<file path="config.mk">
export PLATFORM = sky130hd
export DESIGN_NAME = asw_ctrl
export DESIGN_NICKNAME = d
export VERILOG_FILES = /design/src/asw_pkg.sv /design/src/asw_ctrl.sv /design/src/asw_xpt_decode.sv
export SDC_FILE = /design/constraint.sdc
export NUM_CORES = 1
export LEC_CHECK = 0
export BUFFER_PORTS_ARGS = -buffer_cell sky130_fd_sc_hd__buf_2
export CORE_MARGIN = 4
export CORE_UTILIZATION = 30
export DETAILED_ROUTE_END_ITERATION = 7
export GPL_ROUTABILITY_DRIVEN = 0
export HOLD_SLACK_MARGIN = 0.02
export PLACE_DENSITY = 0.61
export SLEW_MARGIN = 30
export SYNTH_ARGS = -nofsm -noshare
export SYNTH_HDL_FRONTEND = slang
export SYNTH_SLANG_ARGS = --single-unit
</file>
<file path="constraint.sdc">
create_clock -name i_clk_sys -period 4.52 [get_ports i_clk_sys]
set_input_delay 0.904 -clock i_clk_sys [delete_from_list [all_inputs] [get_ports i_clk_sys]]
set_output_delay 0.904 -clock i_clk_sys [all_outputs]
set_load 0.05 [all_outputs]
</file>
<file path="src/asw_pkg.sv">
// ==========================================================================
// Shared constants of the low speed switch and termination control
package asw_pkg;
  // ========================================================================
  // Register indices on the local register port
  localparam logic [1:0] ASW_REG_AUX_MODE    = 2'h0; // aux_mode_control
  localparam logic [1:0] ASW_REG_RX_SET      = 2'h1; // receiver_settings
  localparam logic [1:0] ASW_REG_TERM_PULSE1 = 2'h2; // term_pulse_select_1
  localparam logic [1:0] ASW_REG_TERM_PULSE2 = 2'h3; // term_pulse_select_2

  // ========================================================================
  // Field positions
  localparam int ASW_AUX_EN_BIT   = 6; // Low speed switch enable
  localparam int ASW_MODE_LSB     = 4; // lowspeed_mode_sel at bits 5:4
  localparam int ASW_SRC_LSB      = 0; // lowspeed_source_sel at bits 3:0
  localparam int ASW_TERM_EN_BIT  = 0; // input_term_enable

  // ========================================================================
  // Switching mode codes
  localparam logic [1:0] ASW_MODE_QUAD    = 2'h0; // Four 4:1 switches
  localparam logic [1:0] ASW_MODE_DUAL    = 2'h1; // Two 8:1 switches
  localparam logic [1:0] ASW_MODE_SINGLE  = 2'h2; // One 16:1 switch
  localparam logic [1:0] ASW_MODE_ILLEGAL = 2'h3; // Rejected on write

  // ========================================================================
  // Reset values (match the strapped defaults of the control pins)
  localparam logic       ASW_RST_AUX_EN  = 1'b1;
  localparam logic [1:0] ASW_RST_MODE    = 2'h0;
  localparam logic [3:0] ASW_RST_SRC     = 4'h0;
  localparam logic       ASW_RST_TERM_EN = 1'b1;
  localparam logic [7:0] ASW_RST_PULSE   = 8'h00;

  // ========================================================================
  // Timing
  localparam longint ASW_CLK_HZ     = 40_000_000; // System clock rate
  localparam longint ASW_TERM_OFF_MS = 100;       // Termination drop time
  localparam longint ASW_TERM_OFF_CYC = (ASW_TERM_OFF_MS * ASW_CLK_HZ) / 1000;
endpackage : asw_pkg

</file>
<file path="src/asw_ctrl.sv">
`timescale 1ns/1ps
// Summary of operation
// - Mode codes pick quad, dual or single
// - Code 11 mode field ignored, old mode kept
// - Quad: low two bits pick source
// - Dual: bit2 picks A/C or B/D pair
// - Single: four bits pick one channel
// - Enable bit zero drops all terminations
// - Pulse bit set: drop 100 ms on switch
// - Pulse bit clear: termination stays connected
// - Pulse bits map B, A, C reversed, D reversed
// - Switch disabled: no aux crosspoint closed
module asw_ctrl
  import asw_pkg::*;
#(
  parameter longint P_TERM_OFF_CYC = ASW_TERM_OFF_CYC // Drop time in cycles
)
(
  // Clock and reset
  input  wire logic        i_clk_sys,
  input  wire logic        i_rst_n,
  // Register port
  input  wire logic        i_reg_wr,
  input  wire logic [1:0]  i_reg_addr,
  input  wire logic [7:0]  i_reg_wdata,
  output logic      [7:0]  o_reg_rdata,
  // High speed source change strobe
  input  wire logic        i_src_switch,
  // Low speed crosspoint
  output logic      [63:0] o_lowspeed_common_port,
  // Input terminations, one per channel in pulse-vector order
  output logic      [15:0] o_term_connect,
  output logic             o_term_pulse_busy
);

  // ========================================================================
  // Declarations
  localparam int TW = $clog2(P_TERM_OFF_CYC + 1); // Timer width
  localparam logic [TW-1:0] TERM_LOAD = TW'(P_TERM_OFF_CYC - 1);

  logic          aux_en_q;              // Low speed switch enable
  logic [1:0]    lowspeed_mode_sel_q;   // Held mode code
  logic [3:0]    lowspeed_source_sel_q; // Held source select
  logic          input_term_enable_q;   // Global termination enable
  logic [15:0]   term_pulse_on_switch_q;// Per-channel pulse select
  logic [TW-1:0] tmr_q;                 // Remaining drop cycles
  logic          busy_q;                // Drop window active
  logic [7:0]    rdata_d;               // Read mux

  // ========================================================================
  // Mode register; the illegal mode code leaves the held mode untouched
  always_ff @(posedge i_clk_sys or negedge i_rst_n) begin
    if (!i_rst_n) begin
      aux_en_q              <= ASW_RST_AUX_EN;
      lowspeed_mode_sel_q   <= ASW_RST_MODE;
      lowspeed_source_sel_q <= ASW_RST_SRC;
    end else if (i_reg_wr && i_reg_addr == ASW_REG_AUX_MODE) begin
      aux_en_q              <= i_reg_wdata[ASW_AUX_EN_BIT];
      lowspeed_source_sel_q <= i_reg_wdata[ASW_SRC_LSB +: 4];
      // Other fields of the same write still land
      if (i_reg_wdata[ASW_MODE_LSB +: 2] != ASW_MODE_ILLEGAL) begin
        lowspeed_mode_sel_q <= i_reg_wdata[ASW_MODE_LSB +: 2];
      end
    end
  end

  // ========================================================================
  // Receiver and pulse registers
  always_ff @(posedge i_clk_sys or negedge i_rst_n) begin
    if (!i_rst_n) begin
      input_term_enable_q    <= ASW_RST_TERM_EN;
      term_pulse_on_switch_q <= {ASW_RST_PULSE, ASW_RST_PULSE};
    end else if (i_reg_wr) begin
      unique case (i_reg_addr)
        ASW_REG_RX_SET: begin
          input_term_enable_q <= i_reg_wdata[ASW_TERM_EN_BIT];
        end
        // Register 1 holds B0..B3 then A0..A3
        ASW_REG_TERM_PULSE1: begin
          term_pulse_on_switch_q[7:0] <= i_reg_wdata;
        end
        // Register 2 holds C3..C0 then D3..D0
        ASW_REG_TERM_PULSE2: begin
          term_pulse_on_switch_q[15:8] <= i_reg_wdata;
        end
        ASW_REG_AUX_MODE: begin
          // Handled by the mode register process
        end
      endcase
    end
  end

  // ========================================================================
  // Read mux, registered so read data never glitch with the address
  always_comb begin
    unique case (i_reg_addr)
      ASW_REG_AUX_MODE:    rdata_d = {1'b0, aux_en_q, lowspeed_mode_sel_q, lowspeed_source_sel_q};
      ASW_REG_RX_SET:      rdata_d = {7'h00, input_term_enable_q};
      ASW_REG_TERM_PULSE1: rdata_d = term_pulse_on_switch_q[7:0];
      ASW_REG_TERM_PULSE2: rdata_d = term_pulse_on_switch_q[15:8];
    endcase
  end

  always_ff @(posedge i_clk_sys or negedge i_rst_n) begin
    if (!i_rst_n) begin
      o_reg_rdata <= 8'h00;
    end else begin
      o_reg_rdata <= rdata_d;
    end
  end

  // ========================================================================
  // Drop timer; one shared counter since every pulsed channel drops together
  always_ff @(posedge i_clk_sys or negedge i_rst_n) begin
    if (!i_rst_n) begin
      tmr_q  <= '0;
      busy_q <= 1'b0;
    end else if (i_src_switch) begin
      // A new switch restarts the full window
      tmr_q  <= TERM_LOAD;
      busy_q <= 1'b1;
    end else if (busy_q) begin
      if (tmr_q == '0) begin
        busy_q <= 1'b0; // Window over, reconnect
      end else begin
        tmr_q <= tmr_q - TW'(1);
      end
    end
  end

  assign o_term_pulse_busy = busy_q;

  // ========================================================================
  // Termination drive: global enable, then per-channel pulse gating
  always_ff @(posedge i_clk_sys or negedge i_rst_n) begin
    if (!i_rst_n) begin
      o_term_connect <= 16'h0000;
    end else if (!input_term_enable_q) begin
      o_term_connect <= 16'h0000;
    end else begin
      // Unpulsed channels stay connected through a switch
      o_term_connect <= ~(term_pulse_on_switch_q & {16{busy_q}});
    end
  end

  // ========================================================================
  // Low speed crosspoint
  asw_xpt_decode u_xpt (
    .i_clk_sys (i_clk_sys),
    .i_rst_n   (i_rst_n),
    .i_enable  (aux_en_q),
    .i_mode    (lowspeed_mode_sel_q),
    .i_src     (lowspeed_source_sel_q),
    .o_xpt     (o_lowspeed_common_port)
  );
endmodule // asw_ctrl

</file>
<file path="src/asw_xpt_decode.sv">
`timescale 1ns/1ps
// ==========================================================================
// Crosspoint decoder: bit [line*16 + source*4 + channel] closes a switch
module asw_xpt_decode
  import asw_pkg::*;
(
  // Clock and reset
  input  wire logic        i_clk_sys,
  input  wire logic        i_rst_n,
  // Settings
  input  wire logic        i_enable,
  input  wire logic [1:0]  i_mode,
  input  wire logic [3:0]  i_src,
  // Crosspoint matrix
  output logic      [63:0] o_xpt
);

  // ========================================================================
  // Decode function, kept pure so the matrix is one flop stage deep
  function automatic logic [63:0] xpt_decode(input logic en, input logic [1:0] mode, input logic [3:0] src);
    logic [63:0] m;
    m = '0;
    if (en) begin
      unique case (mode)
        ASW_MODE_QUAD: begin
          // Each line k takes channel k of the source in bits 1:0
          for (int k = 0; k < 4; k++) begin
            m[k*16 + src[1:0]*4 + k] = 1'b1;
          end
        end
        ASW_MODE_DUAL: begin
          // Bit 3 unused; bit 2 picks A/C versus B/D
          m[0*16 + {2'b00, src[2]}*4 + src[1:0]]  = 1'b1;
          m[2*16 + {2'b01, src[2]}*4 + src[1:0]]  = 1'b1;
        end
        ASW_MODE_SINGLE: begin
          m[src] = 1'b1;
        end
        default: begin
          m = '0; // Never held, since writes of the illegal code are dropped
        end
      endcase
    end
    return m;
  endfunction

  // ========================================================================
  // Registered matrix output
  always_ff @(posedge i_clk_sys or negedge i_rst_n) begin
    if (!i_rst_n) begin
      o_xpt <= 64'h0;
    end else begin
      o_xpt <= xpt_decode(i_enable, i_mode, i_src);
    end
  end

endmodule // asw_xpt_decode

</file>
; ---- After elaboration in Yosys (flattened, before gate mapping)
; Cells that the tools add are included.
[word_totals]
inputBits = 14
output_inout_bits = 89
register_bits = 135
wordCells = 89
[classes]
n_reduce_logical = 17
eq_ne = 7
addsub = 10
n_mux = 24
magnitude_cmp = 14
bitwise = 6
[ops]
columns = op, n
row1 = $or A64 B64 Y64, 3
row2 = $pmux W64 S3, 1
row3 = $ge A32 B1 Y1 const B, 5
row4 = $lt A32 B7 Y1 const B, 5
row5 = $mux W22, 3
row6 = $add A32 B2 Y32 const B, 2
row7 = $mux W64, 1
row8 = $or A13 B64 Y64, 1
row9 = $add A32 B1 Y32 const B, 1
row10 = $add A32 B2 Y32, 1
row11 = $pmux W8 S4, 1
row12 = $demux W1 S6, 5
row13 = $logic_not A22 Y1, 1
row14 = $sub A22 B1 Y22 const B, 1
row15 = $add A6 B4 Y7 const A, 3
row16 = $and A16 B16 Y16, 1
row17 = $mux W16, 1
row18 = $not A16 Y16, 1
row19 = $lt A4 B7 Y1 const B, 2
row20 = $mux W1, 10
row21 = $reduce_and A2 Y1, 5
row22 = $ge A4 B1 Y1 const B, 2
row23 = $logic_and A1 B1 Y1, 8
row24 = $add A5 B4 Y6 const A, 1
row25 = 8 further kinds, 13

; ---- Depth between registers and ports, before layout
; Gate-level depths: netlist of the first run.
[logic_depth]
ltp_word = 11
mapped_depth = 7
ltp_nobuf = 6

; ---- Modules after synthesis
; From an unflattened synthesis of the first run, not the netlist that was laid out.
[hier_totals]
hier_cells = 367
hier_area_um2 = 4364.2
[by_module_without_submodules]
columns = mod, area_each_um2, seq_area_each_um2, instances, cells_per_inst
row1 = asw_ctrl, 3036.7, 1779.2, 1, 238
row2 = asw_xpt_decode, 1327.5, 700.7, 1, 129

; ---- Worst setup path after synthesis of the first run
; Ideal clock, no wire load.
[synth_timing]
kind = input port to flip-flop
startpoint = input i_reg_addr[0]
endpoint = register term_pulse_on_switch_q[10]
path_slack_ps = 2522
path_buffers = 1
path_stages = 3
setup_time_ps = 125
required_ps = 4395
t_arrival_ps = 1873
cell_sequence = clkbuf_1 > nand3_1 > mux2_2
[synth_between]
elab_chain_cells = 2
[synth_rtl]
columns = element, line_no
row1 = from (decl), asw_ctrl.sv:24  ; input wire logic [1:0] i_reg_addr,
row2 = $eq A2 B2 Y1, asw_ctrl.sv:74  ; unique case (i_reg_addr)
row3 = $reduce_and A2 Y1 (no line), -
row4 = to (signal assigned), asw_ctrl.sv:72  ; term_pulse_on_switch_q <= {ASW_RST_PULSE, ASW_RST_PULSE};
row5 = to (signal assigned), asw_ctrl.sv:84  ; term_pulse_on_switch_q[15:8] <= i_reg_wdata;
row6 = to (decl), asw_ctrl.sv:45  ; logic [15:0] term_pulse_on_switch_q;
; No other way between the ends.
; A chain may end at the register's enable or synchronous reset.

; ---- Worst setup path after layout of the first run
[layout_timing]
startpoint = register busy_q, in the netlist o_term_pulse_busy
endpoint = output o_term_pulse_busy
[layout_lines]
columns = element, line_no
row1 = from (decl), asw_ctrl.sv:47  ; logic busy_q;
row2 = from (signal assigned), asw_ctrl.sv:117  ; busy_q <= 1'b0;
row3 = from (signal assigned), asw_ctrl.sv:121  ; busy_q <= 1'b1;
row4 = from (signal assigned), asw_ctrl.sv:124  ; busy_q <= 1'b0;
row5 = to (decl), asw_ctrl.sv:33  ; output logic o_term_pulse_busy
; No word-level cell between the ends.

==> metrics, run 1 <==
Cell Area, Synth 4410 sq um; Inserted Clock Buffers 9; CTS tree done; via count 2971; DIE WIDTH between 100 and 150 um; PD cells 457 nW/um^2; hold buffers post-CTS 0; IO Count 103; First DRT Iteration DRCs 180; first-pass GRT wire length 15100 um; Max Slew Vio Count 0; Avg Inst Size Synth roughly 12 sq um; FF-to-FF End tmr_q[9]; Finished Cell Area 5100 sq um; Yosys warning count 0; HPWL after DPL 6590 um; final period utilization 56.5%; Synth async-reset ratio 100%; overall routing resource usage 11.7%; Post-Place Worst Slack 2060 ps; flops & latches, synth 99; CP endpoint kind output pin; DRC violation count after routing 0; area delta synth->final 15.9%; Peak VDD IR ~0.00024 V; worst stage delay on the critical path between 800 and 900 ps; HP Class in2async; CP cell instances buf_2; Die Ht 129 um; final worst setup slack ~2000 ps; remaining antenna violation count after routing 0; final setup violation count 0; final hold vios 0; Least-Margin Pin Slew 836 ps; clock-pin slew on the worst setup and hold paths 70 ps; status finished, final reports clean; maximum clock rate 0.391 GHz; initial antenna violation count 0; GR Overflow Total 0; Total Wirelength 9450 um; most common cell in the netlist dfrtp_1; clk sink count 99; reg-to-reg critical path startpoint tmr_q[0]; Core Region 14500 sq um; die area 16700 sq um; hold slack final around 400 ps; DRT Pass-1 Iters 4; CP arrival 1650 ps; delay-heaviest family, CP flip-flops; Leakage 2.31 nW; number of cells on the critical path 1; Seq/Total Area, Yosys a little under three fifths; distinct cell type count after synthesis 45; Area after DPL 4780 sq um; share of layout cells above drive strength 1 30.5%; clk buf depth 2; WL per Instance 15.1 um; Post-Layout Cell Count 624; Synth area leaders dfrtp_1 (55%), mux2_2 (7.7%), buf_4 (6.1%); Worst Path Required 3620 ps; Layout fillers 1449; final setup TNS 0 ps; crit-path max FO 27; Post-synth EDFFs 0; placed cells 606; vias per cell 4.76; Nets 449; vias in the first global route 2894; Cells after Synth 371; # port buffers 72; synth cell count leaders dfrtp_1 (97), buf_4 (36), mux2_2 (30); crit path max-delay cell type dfrtp_1; Synth area leader dfrtp_1; root buffer cell clkbuf_16; Tot Pwr between 2 and 2.5 mW; largest net degree at the start of global routing 69; Yosys top cell area share 55.1%; number of H-tree levels 3; clk_skew 11.8 ps; # resized after CTS 0; Starting Density 30.4%; flop2flop setup slack 2090 ps; # Max-Cap Violations 0; Most used DFF post-synth dfrtp_1; crit start category flop; postcts setup bufs 0; relative slew slack 44.3%; Buffers & Inverters on Critical Path 1; clock latency on the worst-skew pair 350 ps; unrepaired setup endpoints after global routing false; num rows 44; Period minus WS final about 2600 ps; critical path type reg2out; final cell utilization of the core 35.3%; Reg2Reg Depth 6
cell families (layout without fill, tap and decap cells):
| group | Yosys count | count (layout) | synth area share [%] |
|---|---|---|---|
| multiplexers | 41 | 41 | 10.5 |
| adder cells (fa/ha/maj) | 1 | 1 | 0.284 |
| other | 1 | 31 | 0.0851 |
| AND/OR/NAND/NOR | 116 | 116 | 15.6 |
| AO/OA/AOI/OAI | 58 | 58 | 9.40 |
| buffers and inverters | 55 | 94 | 7.92 |
| flip-flops | 99 | 99 | 56.3 |
worst max path at each step:
stage                                       to               from  slack [ps]
global placement      lowspeed_source_sel_q[2]      i_reg_addr[0]        2060
global route                 o_term_pulse_busy  o_term_pulse_busy        1840
detailed placement    lowspeed_source_sel_q[0]      i_reg_addr[0]        2060
finish                       o_term_pulse_busy  o_term_pulse_busy        1960
CTS                          o_term_pulse_busy  o_term_pulse_busy        1930
floorplan           term_pulse_on_switch_q[10]      i_reg_addr[0]        2520
worst register-to-register path, stage by stage, from the launching register on:
cell and delay (ps):
dfrtp_1 410, inv_1 90, ha_1 180, nor3b_1 390, nor4b_4 770, a211oi_1 180
mux2_2 300
where the power goes:
part           internal, mW  switching, mW  total (mW)
Sequential            0.982         0.0779        1.06
Clock                 0.399          0.357       0.756
Combinational         0.136          0.381       0.517
sequential cells by signal (all words and copies together) (netlist names):
name                    flops
u_xpt.o_xpt                28
tmr_q                      22
o_term_connect             16
term_pulse_on_switch_q     16
o_reg_rdata                 8
lowspeed_source_sel_q       4
lowspeed_mode_sel_q         2
aux_en_q                    1
input_term_enable_q         1
o_term_pulse_busy           1
area by class of cell:
type                       count  area (sq um)  area share [%]
timing repair buffer          74           398            7.79
antenna                        1          2.50          0.0490
inverter                       4          15.0           0.294
multi-input combinational    246          1690            33.0
sequential                    99          2480            48.6
clock inverter                 6          55.1            1.08
clock buffer                  10           239            4.68
tap                          184           230            4.51
layer usage:
metal  track usage, %  up-vias  part of all wire [%]  wire [um]
met5                0        -                     0          0
met2             17.6       79                    46       4380
met1             15.9     1505                    46       4350
met3             3.59       11                   6.0        565
li1                 -     1376                     -          -
met4             4.45        0                   1.7        160
cell usage in the layout (no fill, tap or decap), types with 11 or more instances in the layout:
| cell | count |
|---|---|
| nor3_1 | 15 |
| a21oi_1 | 13 |
| conb_1 | 30 |
| buf_2 | 71 |
| mux2_2 | 30 |
| a21boi_0 | 16 |
| dfrtp_1 | 97 |
| nor2b_1 | 12 |
| nor2_1 | 29 |
| nand3_1 | 11 |
(Power assumes the default switching activity.)
==> run 2, diff against run 1 <==
Settings changed: ABC_AREA set to 1, PLACE_DENSITY 0.61 to 0.62.
Clock period 4.52 ns to 2.2 ns, I/O delays scaled along.
==> metrics, run 2 <==
Leakage 2.76 nW; number of H-tree levels 3; Synth area leaders dfrtp_1 (52%), nand2_1 (10%), buf_4 (5.8%); Cells after Synth 540; area delta synth->final 14.7%; HPWL after DPL about 7900 um; most common cell after layout, fill and taps aside nand2_1; # Max-Cap Violations 0; placed cells 782; final hold vios 0; Peak VDD IR 0.000435 V; vias per cell 4.41; unrepaired setup endpoints after global routing false; DRT Pass-1 Iters 4; relative slew slack 62.6%; First DRT Iteration DRCs 282; Int Power 2.94 mW; largest net degree at the start of global routing 48; PD cells approximately 840 nW/um^2; reg-to-reg critical path startpoint tmr_q[0]; Yosys warning count 0; GR Overflow Total 0; final period utilization 77.9%; Core Region approximately 15000 sq um; Post-synth EDFFs 0; status finished, final reports clean; vias in the first global route 3307; clock-pin slew on the worst setup and hold paths 70 ps; critical path launch point tmr_q[0]; Total Wirelength 10700 um; num rows 45; most frequent cells in the layout nand2_1 (129), dfrtp_1 (97), buf_2 (71); Avg Inst Size Synth 8.65 sq um; Inserted Clock Buffers 9; max reg flops 28; clk_skew 9.45 ps; hold buffers post-CTS 0; crit-path max FO 18; Worst Path Required 2430 ps; Starting Density between 30% and 40%; overall routing resource usage 12.4%; # port buffers 72; Most used DFF post-synth dfrtp_1; postcts setup bufs 0; Seq/Total Area, Yosys 53.1%; final cell utilization of the core 35.3%; Period minus WS final 1710 ps; DRC violation count after routing 0; most common cell in the netlist nand2_1; initial antenna violation count 0; CP endpoint kind flop; Sw Ratio 34.7%; hold slack final 79.0 ps; clk buf depth 2; Post-Place Worst Slack 494 ps; Least-Margin Pin Slew 560 ps; compound-gate portion of the synthesized area 9.43%; IO Count 103; maximum clock rate 0.584 GHz; Max Slew Vio Count 0; clock latency on the worst-skew pair 350 ps; Reg power frac 46.6%; NetSw 1.56 mW; mux contribution to synthesized area 0%; flop2flop setup slack 490 ps; ANT cells 0; final worst setup slack approximately 500 ps; distinct cell type count after synthesis 37; WL per Instance roughly 13 um; Post-Layout Cell Count ~800; remaining antenna violation count after routing 0; CP arrival 1950 ps; CTS tree done; clock power share 33.9%; share of layout cells above drive strength 1 20.3%; via count 3516; root buffer cell clkbuf_16; Cell Area, Synth 4670 sq um; Largest Register u_xpt.o_xpt; Top Registers u_xpt.o_xpt (28), tmr_q (22); Yosys top cell area share 52.0%; DIE WIDTH 133 um; # resized after CTS 0; Layout fillers between 1500 and 2000; die area 17600 sq um; Synth area leader dfrtp_1; Nets 620; final setup TNS 0 ps; Simple-Gate Fraction of Synth Area 24.8%; Synth async-reset ratio 100%; main combinational cell family by area after synthesis simple AND/OR/NAND/NOR gates; final setup violation count 0; critical path type reg2reg; HP Class in2async; clk sink count 99; flops & latches, synth 99; adder-cell share of the synthesized area 0.268%; synth cell count leaders nand2_1 (129), dfrtp_1 (97), nor2_1 (63); first-pass GRT wire length 17400 um; Post-Synth XOR/XNOR Area less than 1%; Logic pwr share 19.5%; crit start category flop; Die Ht 133 um
==> run 2: cell type report <==
type	count	area [sq um]	area share, %
sequential	99	2480	46.3
multi-input combinational	369	1770	33.0
timing repair buffer	76	405	7.56
tap	188	235	4.39
clock buffer	10	229	4.27
inverter	50	188	3.50
clock inverter	6	55.1	1.03
==> run 2: cell families (layout without fill, tap and decap cells) <==
family                   Yosys count  count (layout)
AND/OR/NAND/NOR                  256             256
buffers and inverters            101             142
flip-flops                        99              99
AO/OA/AOI/OAI                     77              77
XOR/XNOR                           5               5
adder cells (fa/ha/maj)            1               1
other                              1              30
==> run 2: power by group through the flow <==
stage	sequential (mW)	combinational, mW	clock, mW
after floorplan	2.38	0.436	0
after global placement	2.13	0.884	0
after detailed placement	2.13	0.884	0
after CTS	2.10	0.887	1.57
after global routing	2.12	0.952	1.66
final	2.10	0.877	1.53
==> run 2: stage by stage <==
| step | area (sq um) | power [mW] |
|---|---|---|
| after floorplan | 4780 | 2.81 |
| after global placement | 5080 | 3.01 |
| after detailed placement | 5080 | 3.01 |
| after CTS | 5360 | 4.56 |
| after global routing | 5360 | 4.73 |
| final | 5360 | 4.50 |
==> run 2: per-layer routing <==
| layer | vias up | routed length, um | GRT usage (%) |
|---|---|---|---|
| li1 | 1784 | - | - |
| met5 | - | 0 | 0 |
| met1 | 1654 | 4910 | 16.8 |
| met4 | 0 | 133 | 4.16 |
| met2 | 70 | 5200 | 19.8 |
| met3 | 8 | 471 | 2.62 |
==> run 2: final timing paths <==
check / end / cells past startpoint
setup / recovery: tmr_q[4] / 9
hold / removal: o_term_connect[3] / 1
setup reg to reg: tmr_q[4] / 9
hold reg to reg: o_term_connect[8] / 1
max in group asynchronous: u_xpt.o_xpt[46] / 2
min in group i_clk_sys: term_pulse_on_switch_q[15] / 3
==> run 2: critical path, cell delays in order (launching register included) <==
cell	delay, ps
dfrtp_1	380
inv_1	130
ha_1	300
nand2_4	110
nor2_8	160
nand3_4	100
nand2_4	80
nand2_4	160
nand2_1	130
o21ai_2	60
